`src/design/itd_pkg.sv`:
```
package itd_pkg;

	// One execution state spans two system clocks.
	localparam logic [1:0] CYC_PER_STATE = 2'h2;
	localparam logic [2:0] WAIT_MAX = 3'h4;
	localparam logic [2:0] PAGE_STATES_PER_BYTE = 3'h1;
	localparam logic [2:0] NONPAGE_BASE_STATES = 3'h2;
	localparam logic [3:0] PFQ_DEPTH = 4'h4;
	localparam logic [1:0] STRAP_SETTLE = 2'h2;
	localparam logic [5:0] PEN_DIR_PORT = 6'h01;
	localparam logic [5:0] PEN_DIR_PERIPH = 6'h02;
	localparam logic [5:0] PEN_INC_PORT = 6'h02;
	localparam logic [5:0] PEN_INC_PERIPH = 6'h03;
	localparam logic [7:0] SFR_BASE = 8'h80;
	localparam logic [7:0] BIT_RAM_BASE = 8'h20;
	localparam logic [5:0] BYTE_REG_MAX = 6'h0F;
	localparam logic [5:0] WORD_REG_MAX = 6'h1E;
	localparam logic [5:0] DWORD_REG_MAX = 6'h1C;
	localparam logic [5:0] DWORD_REG_HI0 = 6'h38;
	localparam logic [5:0] DWORD_REG_HI1 = 6'h3C;
	localparam logic [2:0] SHORT_ONE = 3'h1;
	localparam logic [2:0] SHORT_TWO = 3'h2;
	localparam logic [2:0] SHORT_FOUR = 3'h4;

	typedef enum logic [4:0] {
		OP_A_RN, OP_A_SHORT_DIRECT_OPERAND, OP_A_IND, OP_A_IMM, OP_RR_B, OP_RR_W, OP_RR_D, OP_R_IMM8,
		OP_W_IMM16, OP_D_IMM16, OP_R_SHORT_DIRECT_OPERAND, OP_W_SHORT_DIRECT_OPERAND, OP_R_DIR16, OP_W_DIR16, OP_R_IND_W,
		OP_R_IND_D, OP_INC_A, OP_INC_RN, OP_INC_SHORT_DIRECT_OPERAND, OP_INC_IND, OP_INC_R_SHORT,
		OP_INC_W_SHORT, OP_INC_D_SHORT, OP_DEC_D_SHORT, OP_INC_DPTR
	} itd_op_e;
	localparam int unsigned OP_NUM = 25;

	typedef enum logic [1:0] {SP_RAM, SP_PORT, SP_PERIPH, SP_EXT} itd_space_e;
	typedef enum logic [1:0] {TG_REL, TG_A11, TG_A16, TG_A24} itd_tgt_e;
	typedef enum logic [1:0] {W_BYTE, W_WORD, W_DWORD} itd_width_e;

	typedef struct packed {
		logic [2:0] bytes;
		logic [3:0] states;
	} itd_cost_s;

	typedef struct packed {
		itd_cost_s bin;
		itd_cost_s src;
	} itd_time_s;

	localparam itd_time_s TIME_TAB [OP_NUM] = '{
		'{'{3'h1, 4'h1}, '{3'h2, 4'h2}}, '{'{3'h2, 4'h1}, '{3'h2, 4'h1}},
		'{'{3'h1, 4'h2}, '{3'h2, 4'h3}}, '{'{3'h2, 4'h1}, '{3'h2, 4'h1}},
		'{'{3'h3, 4'h2}, '{3'h2, 4'h1}}, '{'{3'h3, 4'h3}, '{3'h2, 4'h2}},
		'{'{3'h3, 4'h5}, '{3'h2, 4'h4}}, '{'{3'h4, 4'h3}, '{3'h3, 4'h2}},
		'{'{3'h5, 4'h4}, '{3'h4, 4'h3}}, '{'{3'h5, 4'h6}, '{3'h4, 4'h5}},
		'{'{3'h4, 4'h3}, '{3'h3, 4'h2}}, '{'{3'h4, 4'h4}, '{3'h3, 4'h3}},
		'{'{3'h5, 4'h3}, '{3'h4, 4'h2}}, '{'{3'h5, 4'h4}, '{3'h4, 4'h3}},
		'{'{3'h4, 4'h3}, '{3'h3, 4'h2}}, '{'{3'h4, 4'h4}, '{3'h3, 4'h3}},
		'{'{3'h1, 4'h1}, '{3'h1, 4'h1}}, '{'{3'h1, 4'h1}, '{3'h2, 4'h2}},
		'{'{3'h2, 4'h2}, '{3'h2, 4'h2}}, '{'{3'h1, 4'h3}, '{3'h2, 4'h4}},
		'{'{3'h3, 4'h2}, '{3'h2, 4'h1}}, '{'{3'h3, 4'h2}, '{3'h2, 4'h1}},
		'{'{3'h3, 4'h4}, '{3'h2, 4'h3}}, '{'{3'h3, 4'h5}, '{3'h2, 4'h4}},
		'{'{3'h1, 4'h1}, '{3'h1, 4'h1}}
	};

	typedef struct packed {
		itd_op_e op;
		logic sub;
		logic use_carry;
		itd_space_e space;
		itd_width_e width;
		logic [7:0] dir_addr;
		logic [7:0] bit_num;
		logic [5:0] reg_idx;
		logic [1:0] short_code;
		logic imm_ones;
		logic [15:0] imm16;
		itd_tgt_e tgt_kind;
		logic [23:0] tgt;
		logic [23:0] next_pc;
		logic [7:0] acc;
		logic [7:0] src;
		logic carry_flag;
	} itd_req_s;

	typedef struct packed {
		logic [2:0] bytes;
		logic [5:0] exec_states;
		logic [2:0] fetch_bytes;
		logic [5:0] fetch_states;
		logic [5:0] eff_states;
		logic dir_is_sfr;
		itd_width_e opnd_width;
		logic [7:0] bit_byte;
		logic [2:0] bit_pos;
		logic [23:0] target;
		logic [31:0] imm32;
		logic [2:0] short_val;
		logic operand_ok;
		logic [7:0] alu_res;
		logic carry_out;
	} itd_resp_s;

endpackage

```
`src/design/itd_core.sv`:
```
`timescale 1ns/1ps
// Function
// - Execution time is counted in states of exactly two system clocks.
// - On-chip code is fetched sixteen bits per access, never limiting speed.
// - External code bytes are queued ahead of execution using idle bus time.
// - External fetch costs one state per byte paged, else two plus waits.
// - Effective time is the larger of execution states and fetch limit.
// - Short direct address below 80h is RAM, otherwise special function register.
// - Legacy bits 00h-7Fh map to RAM 20h-2Fh, others to xxh0/xxh8 SFRs.
// - Relative target is next instruction plus signed 8-bit offset.
// - 11-bit stays in 2K block, 16-bit in 64K region, 24-bit anywhere.
// - 32-bit immediate upper word is zeros or ones by encoded form.
// - Short immediate encodes only 1, 2 or 4.
// - Byte registers index 0-15, word registers even 0-30.
// - Dword registers accept 0,4..28, 56 and 60 only.
// - Byte register add/sub: 3 bytes 2 states binary, 2 bytes 1 source.
// - Indirect byte to accumulator: 1 byte 2 states binary, 2 bytes 3 source.
// - Dword register add/sub: 3 bytes 5 states binary, 2 bytes 4 source.
// - Word register 16-bit immediate: 5 bytes 4 states binary, 4/3 source.
// - Carry forms include carry flag; register form 1/1 binary, 2/2 source.
// - Byte direct add/sub adds one state for port, two for peripheral SFR.
// - External byte access by add/sub adds wait states plus two.
// - External word access by add/sub adds twice wait states plus four.
// - Direct increment/decrement adds two states for port, three for peripheral.
// - Dword short increment 3/4 binary, 2/3 source; decrement one more.
// - Opcode map is caught at reset: clear binary, set source mode.
module itd_core (
	input wire logic core_clk_in,
	input wire logic rst_in,
	input wire logic src_mode_pin_in,
	input wire logic page_mode_pin_in,
	input wire logic code_ext_pin_in,
	input wire logic [2:0] wait_states_pin_in,
	input wire logic req_valid_in,
	input wire itd_pkg::itd_req_s req_in,
	output logic req_ready_out,
	output logic resp_valid_out,
	output itd_pkg::itd_resp_s resp_out,
	output logic done_out,
	output logic src_mode_out,
	output logic [3:0] queue_level_out
);

	logic [1:0] src_sync_q, page_sync_q, ext_sync_q;
	logic [2:0] ws_sync0_q, ws_sync1_q;
	logic [1:0] strap_cnt_q;
	logic src_mode_q, strap_done_q;
	logic ready_q, valid_q, done_q, busy_q;
	logic [6:0] cyc_cnt_q;
	logic [6:0] fill_cnt_q;
	logic [3:0] queue_q;
	itd_pkg::itd_resp_s resp_q, resp_d;
	logic accept;
	logic [2:0] ws_eff;
	logic [2:0] per_byte;
	logic [5:0] pen;
	logic [8:0] alu_sum;
	logic [2:0] from_q;
	itd_pkg::itd_time_s tab;
	itd_pkg::itd_cost_s cost;

	assign accept = req_valid_in && ready_q;
	assign ws_eff = (ws_sync1_q > itd_pkg::WAIT_MAX) ? itd_pkg::WAIT_MAX : ws_sync1_q;
	assign per_byte = page_sync_q[1] ? itd_pkg::PAGE_STATES_PER_BYTE :
		itd_pkg::NONPAGE_BASE_STATES + ws_eff;

	// Configuration pins are static but still come from outside this clock.
	always_ff @(posedge core_clk_in or posedge rst_in) begin
		if (rst_in) begin
			src_sync_q <= 2'h0;
			page_sync_q <= 2'h0;
			ext_sync_q <= 2'h0;
			ws_sync0_q <= 3'h0;
			ws_sync1_q <= 3'h0;
		end else begin
			src_sync_q <= {src_sync_q[0], src_mode_pin_in};
			page_sync_q <= {page_sync_q[0], page_mode_pin_in};
			ext_sync_q <= {ext_sync_q[0], code_ext_pin_in};
			ws_sync0_q <= wait_states_pin_in;
			ws_sync1_q <= ws_sync0_q;
		end
	end

	// The opcode map is frozen once the synchroniser has filled after release.
	always_ff @(posedge core_clk_in or posedge rst_in) begin
		if (rst_in) begin
			strap_cnt_q <= 2'h0;
			src_mode_q <= 1'b0;
			strap_done_q <= 1'b0;
		end else if (strap_cnt_q != itd_pkg::STRAP_SETTLE) begin
			strap_cnt_q <= strap_cnt_q + 2'h1;
		end else if (!strap_done_q) begin
			// The second stage holds the pin only once the settle count is reached.
			strap_done_q <= 1'b1;
			src_mode_q <= src_sync_q[1];
		end
	end

	always_comb begin
		tab = itd_pkg::TIME_TAB[req_in.op];
		cost = src_mode_q ? tab.src : tab.bin;
		pen = 6'h00;
		unique case (req_in.op)
			itd_pkg::OP_A_SHORT_DIRECT_OPERAND, itd_pkg::OP_R_SHORT_DIRECT_OPERAND: begin
				if (req_in.space == itd_pkg::SP_PORT) pen = itd_pkg::PEN_DIR_PORT;
				if (req_in.space == itd_pkg::SP_PERIPH) pen = itd_pkg::PEN_DIR_PERIPH;
			end
			itd_pkg::OP_INC_SHORT_DIRECT_OPERAND: begin
				if (req_in.space == itd_pkg::SP_PORT) pen = itd_pkg::PEN_INC_PORT;
				if (req_in.space == itd_pkg::SP_PERIPH) pen = itd_pkg::PEN_INC_PERIPH;
			end
			itd_pkg::OP_R_DIR16, itd_pkg::OP_R_IND_W, itd_pkg::OP_R_IND_D: begin
				if (req_in.space == itd_pkg::SP_EXT) pen = {3'h0, ws_eff} + 6'h02;
			end
			itd_pkg::OP_W_DIR16: begin
				if (req_in.space == itd_pkg::SP_EXT) pen = {2'h0, ws_eff, 1'b0} + 6'h04;
			end
			default: pen = 6'h00;
		endcase

		resp_d = '0;
		resp_d.bytes = cost.bytes;
		resp_d.exec_states = {2'h0, cost.states} + pen;
		// Queued bytes cover the head of the instruction; only the rest costs fetch time.
		from_q = (queue_q[2:0] >= cost.bytes || queue_q[3]) ? cost.bytes : queue_q[2:0];
		resp_d.fetch_bytes = ext_sync_q[1] ? cost.bytes - from_q : 3'h0;
		if (ext_sync_q[1]) begin
			resp_d.fetch_states = {3'h0, resp_d.fetch_bytes} * {3'h0, per_byte};
		end else begin
			resp_d.fetch_states = {4'h0, 2'(({1'b0, cost.bytes} + 4'h1) >> 1)};
		end
		resp_d.eff_states = (resp_d.fetch_states > resp_d.exec_states) ?
			resp_d.fetch_states : resp_d.exec_states;
		resp_d.dir_is_sfr = req_in.dir_addr >= itd_pkg::SFR_BASE;
		resp_d.opnd_width = req_in.width;
		resp_d.bit_pos = req_in.bit_num[2:0];
		resp_d.bit_byte = req_in.bit_num[7] ? {req_in.bit_num[7:3], 3'h0} :
			itd_pkg::BIT_RAM_BASE + {4'h0, req_in.bit_num[6:3]};
		unique case (req_in.tgt_kind)
			itd_pkg::TG_REL: resp_d.target = req_in.next_pc +
				{{16{req_in.tgt[7]}}, req_in.tgt[7:0]};
			itd_pkg::TG_A11: resp_d.target = {req_in.next_pc[23:11], req_in.tgt[10:0]};
			itd_pkg::TG_A16: resp_d.target = {req_in.next_pc[23:16], req_in.tgt[15:0]};
			itd_pkg::TG_A24: resp_d.target = req_in.tgt;
		endcase
		resp_d.imm32 = {{16{req_in.imm_ones}}, req_in.imm16};
		unique case (req_in.short_code)
			2'h0: resp_d.short_val = itd_pkg::SHORT_ONE;
			2'h1: resp_d.short_val = itd_pkg::SHORT_TWO;
			2'h2: resp_d.short_val = itd_pkg::SHORT_FOUR;
			default: resp_d.short_val = 3'h0;
		endcase
		unique case (req_in.width)
			itd_pkg::W_BYTE: resp_d.operand_ok = req_in.reg_idx <= itd_pkg::BYTE_REG_MAX;
			itd_pkg::W_WORD: resp_d.operand_ok = !req_in.reg_idx[0] &&
				req_in.reg_idx <= itd_pkg::WORD_REG_MAX;
			itd_pkg::W_DWORD: resp_d.operand_ok = (req_in.reg_idx[1:0] == 2'h0) &&
				(req_in.reg_idx <= itd_pkg::DWORD_REG_MAX ||
				req_in.reg_idx == itd_pkg::DWORD_REG_HI0 ||
				req_in.reg_idx == itd_pkg::DWORD_REG_HI1);
			default: resp_d.operand_ok = 1'b0;
		endcase
		if (req_in.op inside {itd_pkg::OP_INC_R_SHORT, itd_pkg::OP_INC_W_SHORT,
			itd_pkg::OP_INC_D_SHORT, itd_pkg::OP_DEC_D_SHORT} && req_in.short_code == 2'h3) begin
			resp_d.operand_ok = 1'b0;
		end
		alu_sum = req_in.sub ?
			{1'b0, req_in.acc} - {1'b0, req_in.src} - {8'h00, req_in.use_carry & req_in.carry_flag} :
			{1'b0, req_in.acc} + {1'b0, req_in.src} + {8'h00, req_in.use_carry & req_in.carry_flag};
		resp_d.alu_res = alu_sum[7:0];
		resp_d.carry_out = alu_sum[8];
	end

	always_ff @(posedge core_clk_in or posedge rst_in) begin
		if (rst_in) begin
			valid_q <= 1'b0;
			resp_q <= '0;
		end else begin
			valid_q <= accept;
			if (accept) begin
				resp_q <= resp_d;
			end
		end
	end

	// Next request is held off until the instruction's effective time has elapsed.
	always_ff @(posedge core_clk_in or posedge rst_in) begin
		if (rst_in) begin
			busy_q <= 1'b0;
			ready_q <= 1'b0;
			done_q <= 1'b0;
			cyc_cnt_q <= 7'h00;
		end else begin
			done_q <= 1'b0;
			if (accept) begin
				busy_q <= 1'b1;
				ready_q <= 1'b0;
				// The take edge is the first clock, so the next take lands 2*eff after it.
				cyc_cnt_q <= {resp_d.eff_states, 1'b0} - 7'h2;
			end else if (busy_q) begin
				if (cyc_cnt_q == 7'h00) begin
					busy_q <= 1'b0;
					ready_q <= 1'b1;
					done_q <= 1'b1;
				end else begin
					cyc_cnt_q <= cyc_cnt_q - 7'h1;
				end
			end else begin
				ready_q <= strap_cnt_q == itd_pkg::STRAP_SETTLE;
			end
		end
	end

	// Idle external bus time while executing tops up the prefetch queue.
	always_ff @(posedge core_clk_in or posedge rst_in) begin
		if (rst_in) begin
			queue_q <= 4'h0;
			fill_cnt_q <= 7'h00;
		end else if (!ext_sync_q[1]) begin
			queue_q <= 4'h0;
			fill_cnt_q <= 7'h00;
		end else if (accept) begin
			queue_q <= queue_q - {1'b0, from_q};
			fill_cnt_q <= 7'h00;
		end else if (busy_q && queue_q < itd_pkg::PFQ_DEPTH) begin
			if (fill_cnt_q == 7'({per_byte, 1'b0}) - 7'h1) begin
				queue_q <= queue_q + 4'h1;
				fill_cnt_q <= 7'h00;
			end else begin
				fill_cnt_q <= fill_cnt_q + 7'h1;
			end
		end
	end

	assign req_ready_out = ready_q;
	assign resp_valid_out = valid_q;
	assign resp_out = resp_q;
	assign done_out = done_q;
	assign src_mode_out = src_mode_q;
	assign queue_level_out = queue_q;

	logic [7:0] elapsed_q;
	always_ff @(posedge core_clk_in or posedge rst_in) begin
		if (rst_in) begin
			elapsed_q <= 8'h00;
		end else begin
			elapsed_q <= accept ? 8'h01 : elapsed_q + 8'h01;
		end
	end
endmodule

```
`config.mk`:
```
export PLATFORM = sky130hd
export DESIGN_NAME = itd_core
export DESIGN_NICKNAME = d
export VERILOG_FILES = /design/src/design/itd_pkg.sv /design/src/design/itd_core.sv
export SDC_FILE = /design/constraint.sdc
export NUM_CORES = 1
export LEC_CHECK = 0
export BUFFER_PORTS_ARGS = -buffer_cell sky130_fd_sc_hd__buf_2
export CAP_MARGIN = 0
export CORE_UTILIZATION = 36
export CTS_CLUSTER_SIZE = 14
export DETAILED_ROUTE_END_ITERATION = 10
export GPL_ROUTABILITY_DRIVEN = 1
export SYNTH_ARGS = -nofsm -noshare
export SYNTH_HDL_FRONTEND = slang
export SYNTH_SLANG_ARGS = --single-unit
```
`constraint.sdc`:
```
create_clock -name core_clk_in -period 19 [get_ports core_clk_in]
set_clock_uncertainty 0.1 [all_clocks]
set_input_delay 1.9 -clock core_clk_in [delete_from_list [all_inputs] [get_ports core_clk_in]]
set_output_delay 1.9 -clock core_clk_in [all_outputs]
set_load 0.01 [all_outputs]
```
# Word level (Yosys, flattened, before mapping)
# Memory sizes are Yosys's and may differ from the RTL's.
# Cells that the tools add are included.
[classes] n_eq_ne=31 reduce_logical=21 add_sub_neg=19 multipliers=1 mux=42 n_bitwise=4 n_lt_le_gt_ge=9
[ops] op="24-bit case mux with 4 select lines" n=1
[ops] op="7-bit 2-to-1 mux" n=8
[ops] op="14-bit 2-to-1 mux" n=2
[ops] op="5-bit by 4-bit equality test with 1-bit output (second input constant)" n=5
[ops] op="5-bit equality test (second input constant)" n=5
[ops] op="24-bit adder" n=1
[ops] op="6-bit 2-to-1 mux" n=4
[ops] op="6-bit case mux with 4 select lines" n=1
[ops] op="4-bit 2-to-1 mux" n=5
[ops] op="2-bit equality test (second input constant)" n=8
[ops] op="6-bit equality test (second input constant)" n=2
[ops] op="6-bit by 5-bit <= comparator with 1-bit output (second input constant)" n=2
[ops] op="3-bit 2-to-1 mux" n=4
[ops] op="1-bit 2-to-1 mux" n=11
[ops] op="8-bit by 8-bit adder with 9-bit output" n=1
[ops] op="9-bit by 1-bit adder with 9-bit output" n=1
[ops] op="9-bit 2-to-1 mux" n=1
[ops] op="3-bit by 1-bit != test with 1-bit output (second input constant)" n=3
[ops] op="3-bit case mux with 3 select lines" n=1
[ops] op="8-bit by 8-bit subtractor with 9-bit output" n=1
[ops] op="9-bit by 1-bit subtractor with 9-bit output" n=1
[ops] op="2-bit by 1-bit equality test with 1-bit output (second input constant)" n=4
[ops] op="8-bit greater-or-equal comparator (second input constant)" n=1
[ops] op="2-bit logical NOT" n=4
[ops] op="40 further kinds" n=50
[totals] mem_bits_ro=448 word_cells=158 input_bits=128 reg_bits=130 out_inout_bits=115 n_memories=1
[memory_table] memory="(name not given)" depth=32 word_bits=14 rd=1 rd_ports_with_merged_regs=0 wr=0 line="itd_core.sv:100" rtl="tab = itd_pkg::TIME_TAB[req_in.op];"

# Longest topological paths before layout
# Gate-level depths: netlist (run 1).
[depth] ltp_word=16 mapped_depth=37

# Worst setup path after synthesis (run 1)
# Ideal clock, no wire load.
[synth_path] kind="in2reg" from="in req_in[115] (netlist name)" to="reg cyc_cnt_q[5]" setup_time_ns=0.129 required_time_ns=18.771 slack_ns=10.253 arrival_time_ns=8.517 path_stages=35 cell_sequence="inv_1 ha_1 nor3_1 a211oi_1 nor3_1 a21oi_1 nor2_1 a21oi_1 ha_1 nand2b_1 a221oi_1 a21oi_1 nor2_1 mux2_2 ha_1 fa_1 nand2b_1 or3_1 fa_1 inv_1 ha_1 fa_1 xor2_1 nand2_1 inv_1 ha_1 a21oi_1 a21boi_1 o32a_1 clkbuf_1 o21ai_1 ha_1 a21boi_1 xnor2_1 o21ai_1"
[synth_rtl] element="from (decl)" line="itd_core.sv:35" rtl="input wire itd_pkg::itd_req_s req_in,"
[synth_rtl] element="to (signal assigned)" line="itd_core.sv:199" rtl="cyc_cnt_q <= {resp_d.eff_states, 1'b0} - 7'h2;"
[synth_rtl] element="to (signal assigned)" line="itd_core.sv:206" rtl="cyc_cnt_q <= cyc_cnt_q - 7'h1;"
[synth_rtl] element="to (decl)" line="itd_core.sv:49" rtl="logic [6:0] cyc_cnt_q;"

==> impl_metrics.yaml, run 1 <==
status:
  status: "finished, final reports clean"
global_route:
  grt_usage_pct: 18.8
  grt_pass1_wl_um: 39700
  grt_pass1_vias: 8026
  antenna_found_initial: 0
  overflow: 0
  grt_max_degree: 91
logic_synthesis:
  synth_top_area_share_pct: 35.7
  post-synth-top-area-cell: "dfrtp_1"
  avgSynthCellArea_um2: 8.44
  synthMuxAreaShare_pct: 2.58
  synth_top_family_by_area: "simple AND/OR/NAND/NOR gates"
  synth_edf_count: 0
  ys_seq_area_share_pct: 35.7
  syn_nets: 1303
  synth-xor-area-share_pct: 5.46
  syn_inst: 1081
  synth_flop_cell: "dfrtp_1"
  synth_async_sr_flop_share_pct: 100
  synth-simple-area-share_pct: 18.7
  synth_compound_area_share_pct: 17.8
  synth.area.top_cells: "dfrtp_1 (36%), ha_1 (12%), nand2_1 (8.5%), o21ai_0 (3.9%), a21oi_1 (3.8%)"
  synth_adder_area_share_pct: 13.7
  synth_cell_types: 69
  ys_seq_elements: 130
  syn_area_um2: 9130
  yosysWarnings: 0
cts:
  clk_transition_reported_paths_ns: 0.06
  cts-root-buf: "clkbuf_16"
  cts_made_buffers: 17
  cts_setup_buffers: 0
  clk_path_buf_depth: 2
  hold_buffers: 0
  clock_sinks: 130
  htreeDepth: 4
  cts_resized: 0
  clock_latency_ns: 0.41
  cts_tree: "built"
place:
  hpwl_um: 17400
  finalWeightedCongestion: 0.862
  port_buffers: 234
die:
  num_rows: 57
  start_util_pct: 37.1
  fp.dieH_um: 161
  die_x_um: 161
  die_area_um2: 26000
  boundaryPins: 243
  coreArea_um2: 24600
setup_path:
  worst_path_largest_cell_delay_ns: 0.51
  critPathRequiredTime_ns: 19.16
  setup.worst_path.start: "req_in[115]"
  crit_slowest_cell: "o32a_1"
  arrival_ns: 9.59
  reg2reg_from: "src_mode_out"
  endpoint_kind: "flop"
  crit_path_max_fanout: 15
  worst_setup_path_start_kind: "primary input"
  critPathKind: "primary input to flop"
timing:
  maxSlewViolCount: 0
  setup_viol: 0
  slew_headroom_pct: 37.4
  final_hold_viol_count: 0
  worst_pin_slew_ns: 0.939
  min_period_ns: 9.43
  post-route-period-util_pct: 49.6
  fin_tns_setup_ns: 0
  rsz0062_at_grt: "no"
  max_freq_mhz: 106
routing:
  drc_errors: 0
  firstDrtPassIters: 4
  drtIter0Drc: 408
  vias: 8032
  avgViaCountPerCell: 4.98
  wirelength_um: 23400
  antenna_left: 0
  wl_per_cell_um: 14.5
power:
  power_density_nw_per_um2: 120
  power_leakage_nw: 5.65
  irDropWorstVdd_mv: 0.0571
final_layout:
  area_growth_pct: 20.9
  fin_util_pct: 44.8
  antennaDiodeCount: 0
  final_net_count: 1498
  fillCellCount: 2460
  layout-drive-gt1-share_pct: 22.4
min_path:
  hp-class: "flop to flop"
  hp-start: "ws_sync0_q[0]"
job:
  maxCapViolCount: 0
[worst paths after layout]
path / to / cells past startpoint / slack [ns]
worst min-delay path: ws_sync1_q[0] / 0 / 0.25
worst max-delay path: cyc_cnt_q[6] / 36 / 9.57
worst max register to register: cyc_cnt_q[6] / 28 / 11.46
min in group asynchronous: resp_out[82] / 2 / 1.46
max in group asynchronous: ws_sync0_q[0] / 3 / 15.97
worst min register to register: ws_sync1_q[0] / 0 / 0.25
[layer usage]
layer | track usage (%) | vias to the layer above | wire (µm)
met1 | 25.2 | 3724 | 11300
met4 | 4.25 | 0 | 199
li1 | - | 4088 | -
met5 | 0 | - | 0
met2 | 30.3 | 207 | 10500
met3 | 4.93 | 13 | 1440
[cell type report]
| type | instances | area [µm²] | area share [%] |
|---|---|---|---|
| multi-input combinational | 818 | 5320 | 48.2 |
| sequential | 130 | 3250 | 29.5 |
| timing repair buffer | 237 | 1190 | 10.8 |
| clock buffer | 17 | 425 | 3.86 |
| tap | 324 | 405 | 3.68 |
| inverter | 72 | 275 | 2.50 |
| clock inverter | 15 | 156 | 1.42 |
[metrics by stage]
step | power (W) | hold WS [ns] | std cells | setup slack (ns) | area [µm²]
3_5_place_dp | 0.00101 | 0.235 | 1581 | 9.19 | 10400
3_3_place_gp | 0.00100 | 0.234 | 1581 | 9.26 | 10400
6_report | 0.00133 | 0.246 | 1613 | 9.57 | 11000
2_1_floorplan | 0.000823 | 0.231 | 1081 | 10.25 | 9130
4_1_cts | 0.00135 | 0.247 | 1613 | 9.61 | 11000
5_1_grt | 0.00144 | 0.252 | 1613 | 8.84 | 11000
[power by group]
| part | leakage, nW | internal, W | total, W | switching (W) |
|---|---|---|---|---|
| registers | 1.61 | 0.000379 | 0.000443 | 0.0000639 |
| clock network | 0.272 | 0.000194 | 0.000328 | 0.000134 |
| logic | 3.77 | 0.000229 | 0.000556 | 0.000327 |
[critical path: cells and delay by family]
kind | cells | cell delay [ns]
buffers and inverters | 4 | 0.42
XOR/XNOR | 3 | 0.51
multiplexers | 1 | 0.37
adder cells (fa/ha/maj) | 8 | 2.57
AND/OR/NAND/NOR | 10 | 1.73
AO/OA/AOI/OAI | 10 | 2.06
[placed cells by master (no fill, tap or decap), types with 4 or more instances in the layout]
cell type / instances
nor3_1: 11
fa_1: 10
mux2_2: 6
o21ai_0: 72
xor2_1: 24
a21oi_1: 69
inv_1: 69
clkinvlp_4: 5
o21bai_1: 9
xnor2_1: 31
nand3b_1: 11
a31oi_1: 10
a21o_1: 16
a211oi_1: 10
nor4_1: 4
o31ai_1: 6
nand2b_1: 14
nand4_1: 6
clkbuf_16: 17
inv_6: 5
o211ai_1: 5
a221oi_1: 5
or3_1: 7
o21ai_1: 27
mux2i_1: 13
and3_1: 7
nor2b_1: 15
ha_1: 84
nand2_1: 206
or2_2: 4
dfrtp_1: 130
nand3_1: 20
buf_2: 234
nor2_1: 59
[synth_stat cells (4+ instances only)]
master,n
a211oi_1,10
a21o_1,16
a21oi_1,69
a221oi_1,5
a31oi_1,10
and3_1,7
buf_1,7
buf_4,15
clkbuf_1,35
dfrtp_1,130
fa_1,10
ha_1,84
inv_1,70
mux2_2,6
mux2i_1,13
nand2_1,207
nand2b_1,14
nand3_1,20
nand3b_1,11
nand4_1,6
nor2_1,59
nor2b_1,15
nor3_1,11
nor4_1,4
o211ai_1,5
o21ai_0,72
o21ai_1,27
o21bai_1,9
o31ai_1,6
or2_2,4
or3_1,7
xnor2_1,31
xor2_1,24
[sequential cells by signal (all words and copies together) (netlist names), 3 cells and up]
name and count:
ws_sync0_q 3, queue_level_out 4, resp_out 92, ws_sync1_q 3, fill_cnt_q 7, cyc_cnt_q 7
[cells by family (layout without fill, tap and decap cells)]
| group | count (synthesis) | count (layout) |
|---|---|---|
| flops | 130 | 130 |
| mux | 22 | 22 |
| simple gates | 379 | 379 |
| xor+xnor | 56 | 56 |
| buf+inv | 133 | 341 |
| compound gates | 267 | 267 |
| fa+ha+maj | 94 | 94 |
Note: power is estimated with default switching activity, not from simulation.
==> inputs of run 2 (changes only) <==
clock period = 9.55 ns   (was 19 ns; I/O delays follow)
==> impl_metrics.yaml, run 2 (same netlist as run 1, synthesis figures left out) <==
cts:
  htreeDepth: 4
  cts_made_buffers: 17
  clock_sinks: 130
  clk_path_buf_depth: 2
  clk_transition_reported_paths_ns: 0.06
  hold_buffers: 0
  cts-root-buf: "clkbuf_16"
  clock_latency_ns: 0.42
  cts_resized: 0
  cts_tree: "built"
  cts_setup_buffers: 0
setup_path:
  worst_path_largest_cell_delay_ns: 0.51
  rr_worst_depth: 28
  crit_slowest_cell: "fa_1"
  r2r_slack_ns: 2.16
  worst_setup_path_start_kind: "primary input"
  critPathRequiredTime_ns: 9.71
  arrival_ns: 8.59
  critPathKind: "primary input to flop"
  endpoint_kind: "flop"
  rr_endpoint: "cyc_cnt_q[6]"
  crit_path_max_fanout: 15
  reg2reg_from: "src_mode_out"
routing:
  drc_errors: 0
  firstDrtPassIters: 4
  wirelength_um: 23500
  avgViaCountPerCell: 5.05
  drtIter0Drc: 398
  antenna_left: 0
  wl_per_cell_um: 14.5
  vias: 8150
die:
  num_rows: 57
  die_area_um2: 26000
  boundaryPins: 243
  coreArea_um2: 24600
  fp.dieH_um: 161
  start_util_pct: 37.1
  die_x_um: 161
global_route:
  overflow: 0
  grt_pass1_wl_um: 39100
  grt_max_degree: 81
  antenna_found_initial: 0
  grt_pass1_vias: 8028
  grt_usage_pct: 18.7
timing:
  worst_pin_slew_ns: 0.907
  maxSlewViolCount: 0
  final_hold_viol_count: 0
  setup_viol: 0
  max_freq_mhz: 119
  fin_tns_setup_ns: 0
  slew_headroom_pct: 39.6
  min_period_ns: 8.44
  post-route-period-util_pct: 88.3
  rsz0062_at_grt: "no"
place:
  port_buffers: 234
  placed_cells: 1582
  place_area_um2: 10500
  hpwl_um: 17400
  finalWeightedCongestion: 0.838
status:
  status: "finished, final reports clean"
min_path:
  hold-path-endpoint: "ws_sync1_q[1]"
  hold-path-cell-count: 0
  hp-start: "ws_sync0_q[1]"
  hp-class: "flop to flop"
final_layout:
  final_common_cell: "buf_2"
  area_growth_pct: 20.8
  layout_common_cells: "buf_2 (234), nand2_1 (206), dfrtp_1 (130), ha_1 (84), o21ai_0 (72)"
  instances_no_fill: 1615
  layout-drive-gt1-share_pct: 22.3
  largest_reg_flops: 92
  final_net_count: 1499
  fin_area_um2: 11000
power:
  power_density_nw_per_um2: 238
  irDropWorstVdd_mv: 0.0961
  power_leakage_nw: 5.66
  total_power_w: 0.00262
job:
  maxCapViolCount: 0
==> run 2: cell count changes in the layout (fill, tap and decap cells not counted), sizes merged <==
cell      delta
inv          -4
clkinvlp     -1
clkbuf       +6
diode        +1
buf          +1
bufinv       -1
==> run 2: worst max-delay path: cells and delay by family <==
family | cells | cell delay [ns]
mux | 1 | 0.37
simple gates | 10 | 1.82
buf+inv | 4 | 0.42
xor+xnor | 2 | 0.35
fa+ha+maj | 8 | 2.64
compound gates | 10 | 2.03
==> run 2: layout make-up <==
cell class              count  area [µm²]
clock buffers              23         488
multi-input cells         818        5320
fillers                  2487       13600
inverters                  72         275
flip-flops and latches    130        3250
repair buffers            238        1200
clock inverters             9        80.1
diodes                      1        2.50
well taps                 324         405
==> run 2: worst max-delay path by stage <==
stage           startpoint            to  slack [ns]  depth (start not counted)
5_1_grt        req_in[115]  cyc_cnt_q[6]        0.43                         35
6_report       req_in[115]  cyc_cnt_q[6]        1.11                         35
2_1_floorplan  req_in[115]  cyc_cnt_q[5]        1.75                         35
3_3_place_gp   req_in[115]  cyc_cnt_q[6]        0.88                         35
4_1_cts        req_in[115]  cyc_cnt_q[6]        1.18                         35
3_5_place_dp   req_in[115]  cyc_cnt_q[6]        0.78                         35
==> run 2: report_power, final <==
part / internal [W] / total (W) / switching (W)
Clock: 0.000384 / 0.000634 / 0.000250
Combinational: 0.000456 / 0.00111 / 0.000652
Sequential: 0.000755 / 0.000882 / 0.000127
==> run 2: per-layer routing <==
layer	vias up	GRT usage, %	wire length, µm
li1	4096	-	-
met1	3796	24.8	11200
met2	234	29.5	10400
met3	24	4.60	1490
met4	0	6.48	379
met5	-	0	0
==> run 2: stage by stage <==
stage / utilization, % / hold slack, ns / setup WS [ns]
finish: 44.8 / 0.245 / 1.11
global route: 44.8 / 0.262 / 0.425
CTS: 44.8 / 0.249 / 1.18
detailed placement: 42.5 / 0.236 / 0.775
global placement: 42.5 / 0.233 / 0.882
floorplan: - / 0.231 / 1.75
==> inputs of run 3 (changes only) <==
ABC_AREA = 1   (was not set)
BUFFER_PORTS_ARGS = not set   (was -buffer_cell sky130_fd_sc_hd__buf_2)
DONT_BUFFER_PORTS = 1   (was not set)
==> impl_metrics.yaml, run 3 <==
cts:
  clk_transition_reported_paths_ns: 0.06
  clock_sinks: 130
  cts_setup_buffers: 0
  clk_path_buf_depth: 2
  cts-root-buf: "clkbuf_16"
  clock_latency_ns: 0.42
  cts_tree: "built"
  cts_made_buffers: 17
  cts_resized: 0
  hold_buffers: 0
  htreeDepth: 4
timing:
  fin_tns_setup_ns: 0
  worst_pin_slew_ns: 0.776
  maxSlewViolCount: 0
  final_hold_viol_count: 0
  post-route-period-util_pct: 74.8
  rsz0062_at_grt: "no"
  setup_viol: 0
  max_freq_mhz: 140
  min_period_ns: 7.14
  slew_headroom_pct: 48.2
  setup_slack_ns: 2.41
logic_synthesis:
  post-synth-top-area-cell: "dfrtp_1"
  synth_edf_count: 0
  syn_inst: 1287
  synth_async_sr_flop_share_pct: 100
  synth.area.top_cells: "dfrtp_1 (34%), nand2_1 (14%), ha_1 (11%), inv_1 (6.2%), a21oi_1 (4.7%)"
  ys_seq_elements: 130
  synth_top_area_share_pct: 34.4
  synthTopCellsByCount: "nand2_1 (348), inv_1 (157), dfrtp_1 (130), nor2_1 (105), a21oi_1 (89)"
  syn_nets: 1509
  syn_area_um2: 9450
  synth_flop_cell: "dfrtp_1"
  avgSynthCellArea_um2: 7.34
  ys_seq_area_share_pct: 34.4
  synth_cell_types: 53
  yosysMostFrequentCell: "nand2_1"
  yosysWarnings: 0
final_layout:
  final_common_cell: "nand2_1"
  instances_no_fill: 1606
  layout-drive-gt1-share_pct: 5.80
  fin_util_pct: 40.3
  antennaDiodeCount: 0
  area_growth_pct: 8.65
  layout_common_cells: "nand2_1 (347), inv_1 (155), dfrtp_1 (130), nor2_1 (105), a21oi_1 (89)"
  final_net_count: 1485
  largest_reg_flops: 92
global_route:
  grt_pass1_wl_um: 41000
  use_met3_pct: 5.73
  grtUsageMet2_pct: 30.3
  overflow: 0
  busiest_layer: "met2"
  grt_usage_pct: 19.4
  grt_pass1_vias: 7976
  grt_max_degree: 86
  antenna_found_initial: 0
  grt.met1_usage_pct: 25.8
place:
  pre_cts_ws_ns: 2.11
  finalWeightedCongestion: 0.915
  placed_cells: 1574
  port_buffers: 0
  hpwl_um: 19500
die:
  fp.dieH_um: 164
  num_rows: 58
  die_x_um: 164
  die_area_um2: 26900
  coreArea_um2: 25500
  start_util_pct: 37.1
  boundaryPins: 243
routing:
  vias: 8343
  drtIter0Drc: 456
  wirelength_um: 25900
  firstDrtPassIters: 5
  avgViaCountPerCell: 5.19
  wl_per_cell_um: 16.1
  antenna_left: 0
  drc_errors: 0
power:
  power_leakage_nw: 5.23
  irDropWorstVdd_mv: 0.153
  power_density_nw_per_um2: 246
  total_power_w: 0.00253
setup_path:
  crit_top_cell: "nand2_1"
  critPathKind: "primary input to flop"
  cp_top_family: "adder cells"
  critPathRequiredTime_ns: 9.75
  worst_setup_path_start_kind: "primary input"
  worst_path_largest_cell_delay_ns: 0.50
  crit_slowest_cell: "fa_1"
  crit_buf_inv: 8
  arrival_ns: 7.34
  crit_path_max_fanout: 7
  endpoint_kind: "flop"
job:
  maxCapViolCount: 0
status:
  status: "finished, final reports clean"
min_path:
  hp-class: "flop to flop"
[run 3: power by group]
part	leakage, nW	switching, W	internal, W
clock network	0.288	0.000286	0.000400
registers	1.59	0.000256	0.000760
logic	3.35	0.000534	0.000291
[run 3: cells by family (layout without fill, tap and decap cells)]
| family | after synthesis | in the layout | share of synthesized area [%] |
|---|---|---|---|
| xor+xnor | 26 | 26 | 2.41 |
| compound gates | 243 | 243 | 14.6 |
| buf+inv | 212 | 201 | 9.18 |
| flops | 130 | 130 | 34.4 |
| simple gates | 582 | 582 | 26.1 |
| fa+ha+maj | 94 | 94 | 13.2 |
[run 3: per-stage QoR]
stage,instance area [µm²],hold WS (ns)
2_1_floorplan,9450,0.231
3_3_place_gp,9660,0.235
3_5_place_dp,9660,0.236
4_1_cts,10300,0.250
5_1_grt,10300,0.253
6_report,10300,0.246
[run 3: layer usage]
metal,share of wire [%],routed length [µm]
met5,0,0
met4,0.90,233
met3,8.7,2240
met2,45,11600
met1,46,11900
[run 3: path summary, 6_finish.rpt]
path,startpoint,endpoint,slack [ns],cells after the start
worst max-delay path,req_in[114],cyc_cnt_q[5],2.41,39
worst min-delay path,ws_sync0_q[2],ws_sync1_q[2],0.25,0
worst max register to register,src_mode_out,cyc_cnt_q[5],2.79,35
worst min register to register,ws_sync0_q[2],ws_sync1_q[2],0.25,0
max in group asynchronous,rst_in,queue_level_out[2],7.69,2
min in group asynchronous,rst_in,resp_out[17],0.44,1
[run 3: final cells by class]
| type | instances | area, µm² |
|---|---|---|
| timing repair buffer | 5 | 37.5 |
| sequential | 130 | 3250 |
| inverter | 164 | 621 |
| clock buffer | 18 | 439 |
| fill | 2636 | 15200 |
| tap | 330 | 413 |
| clock inverter | 14 | 166 |
| multi-input combinational | 945 | 5330 |
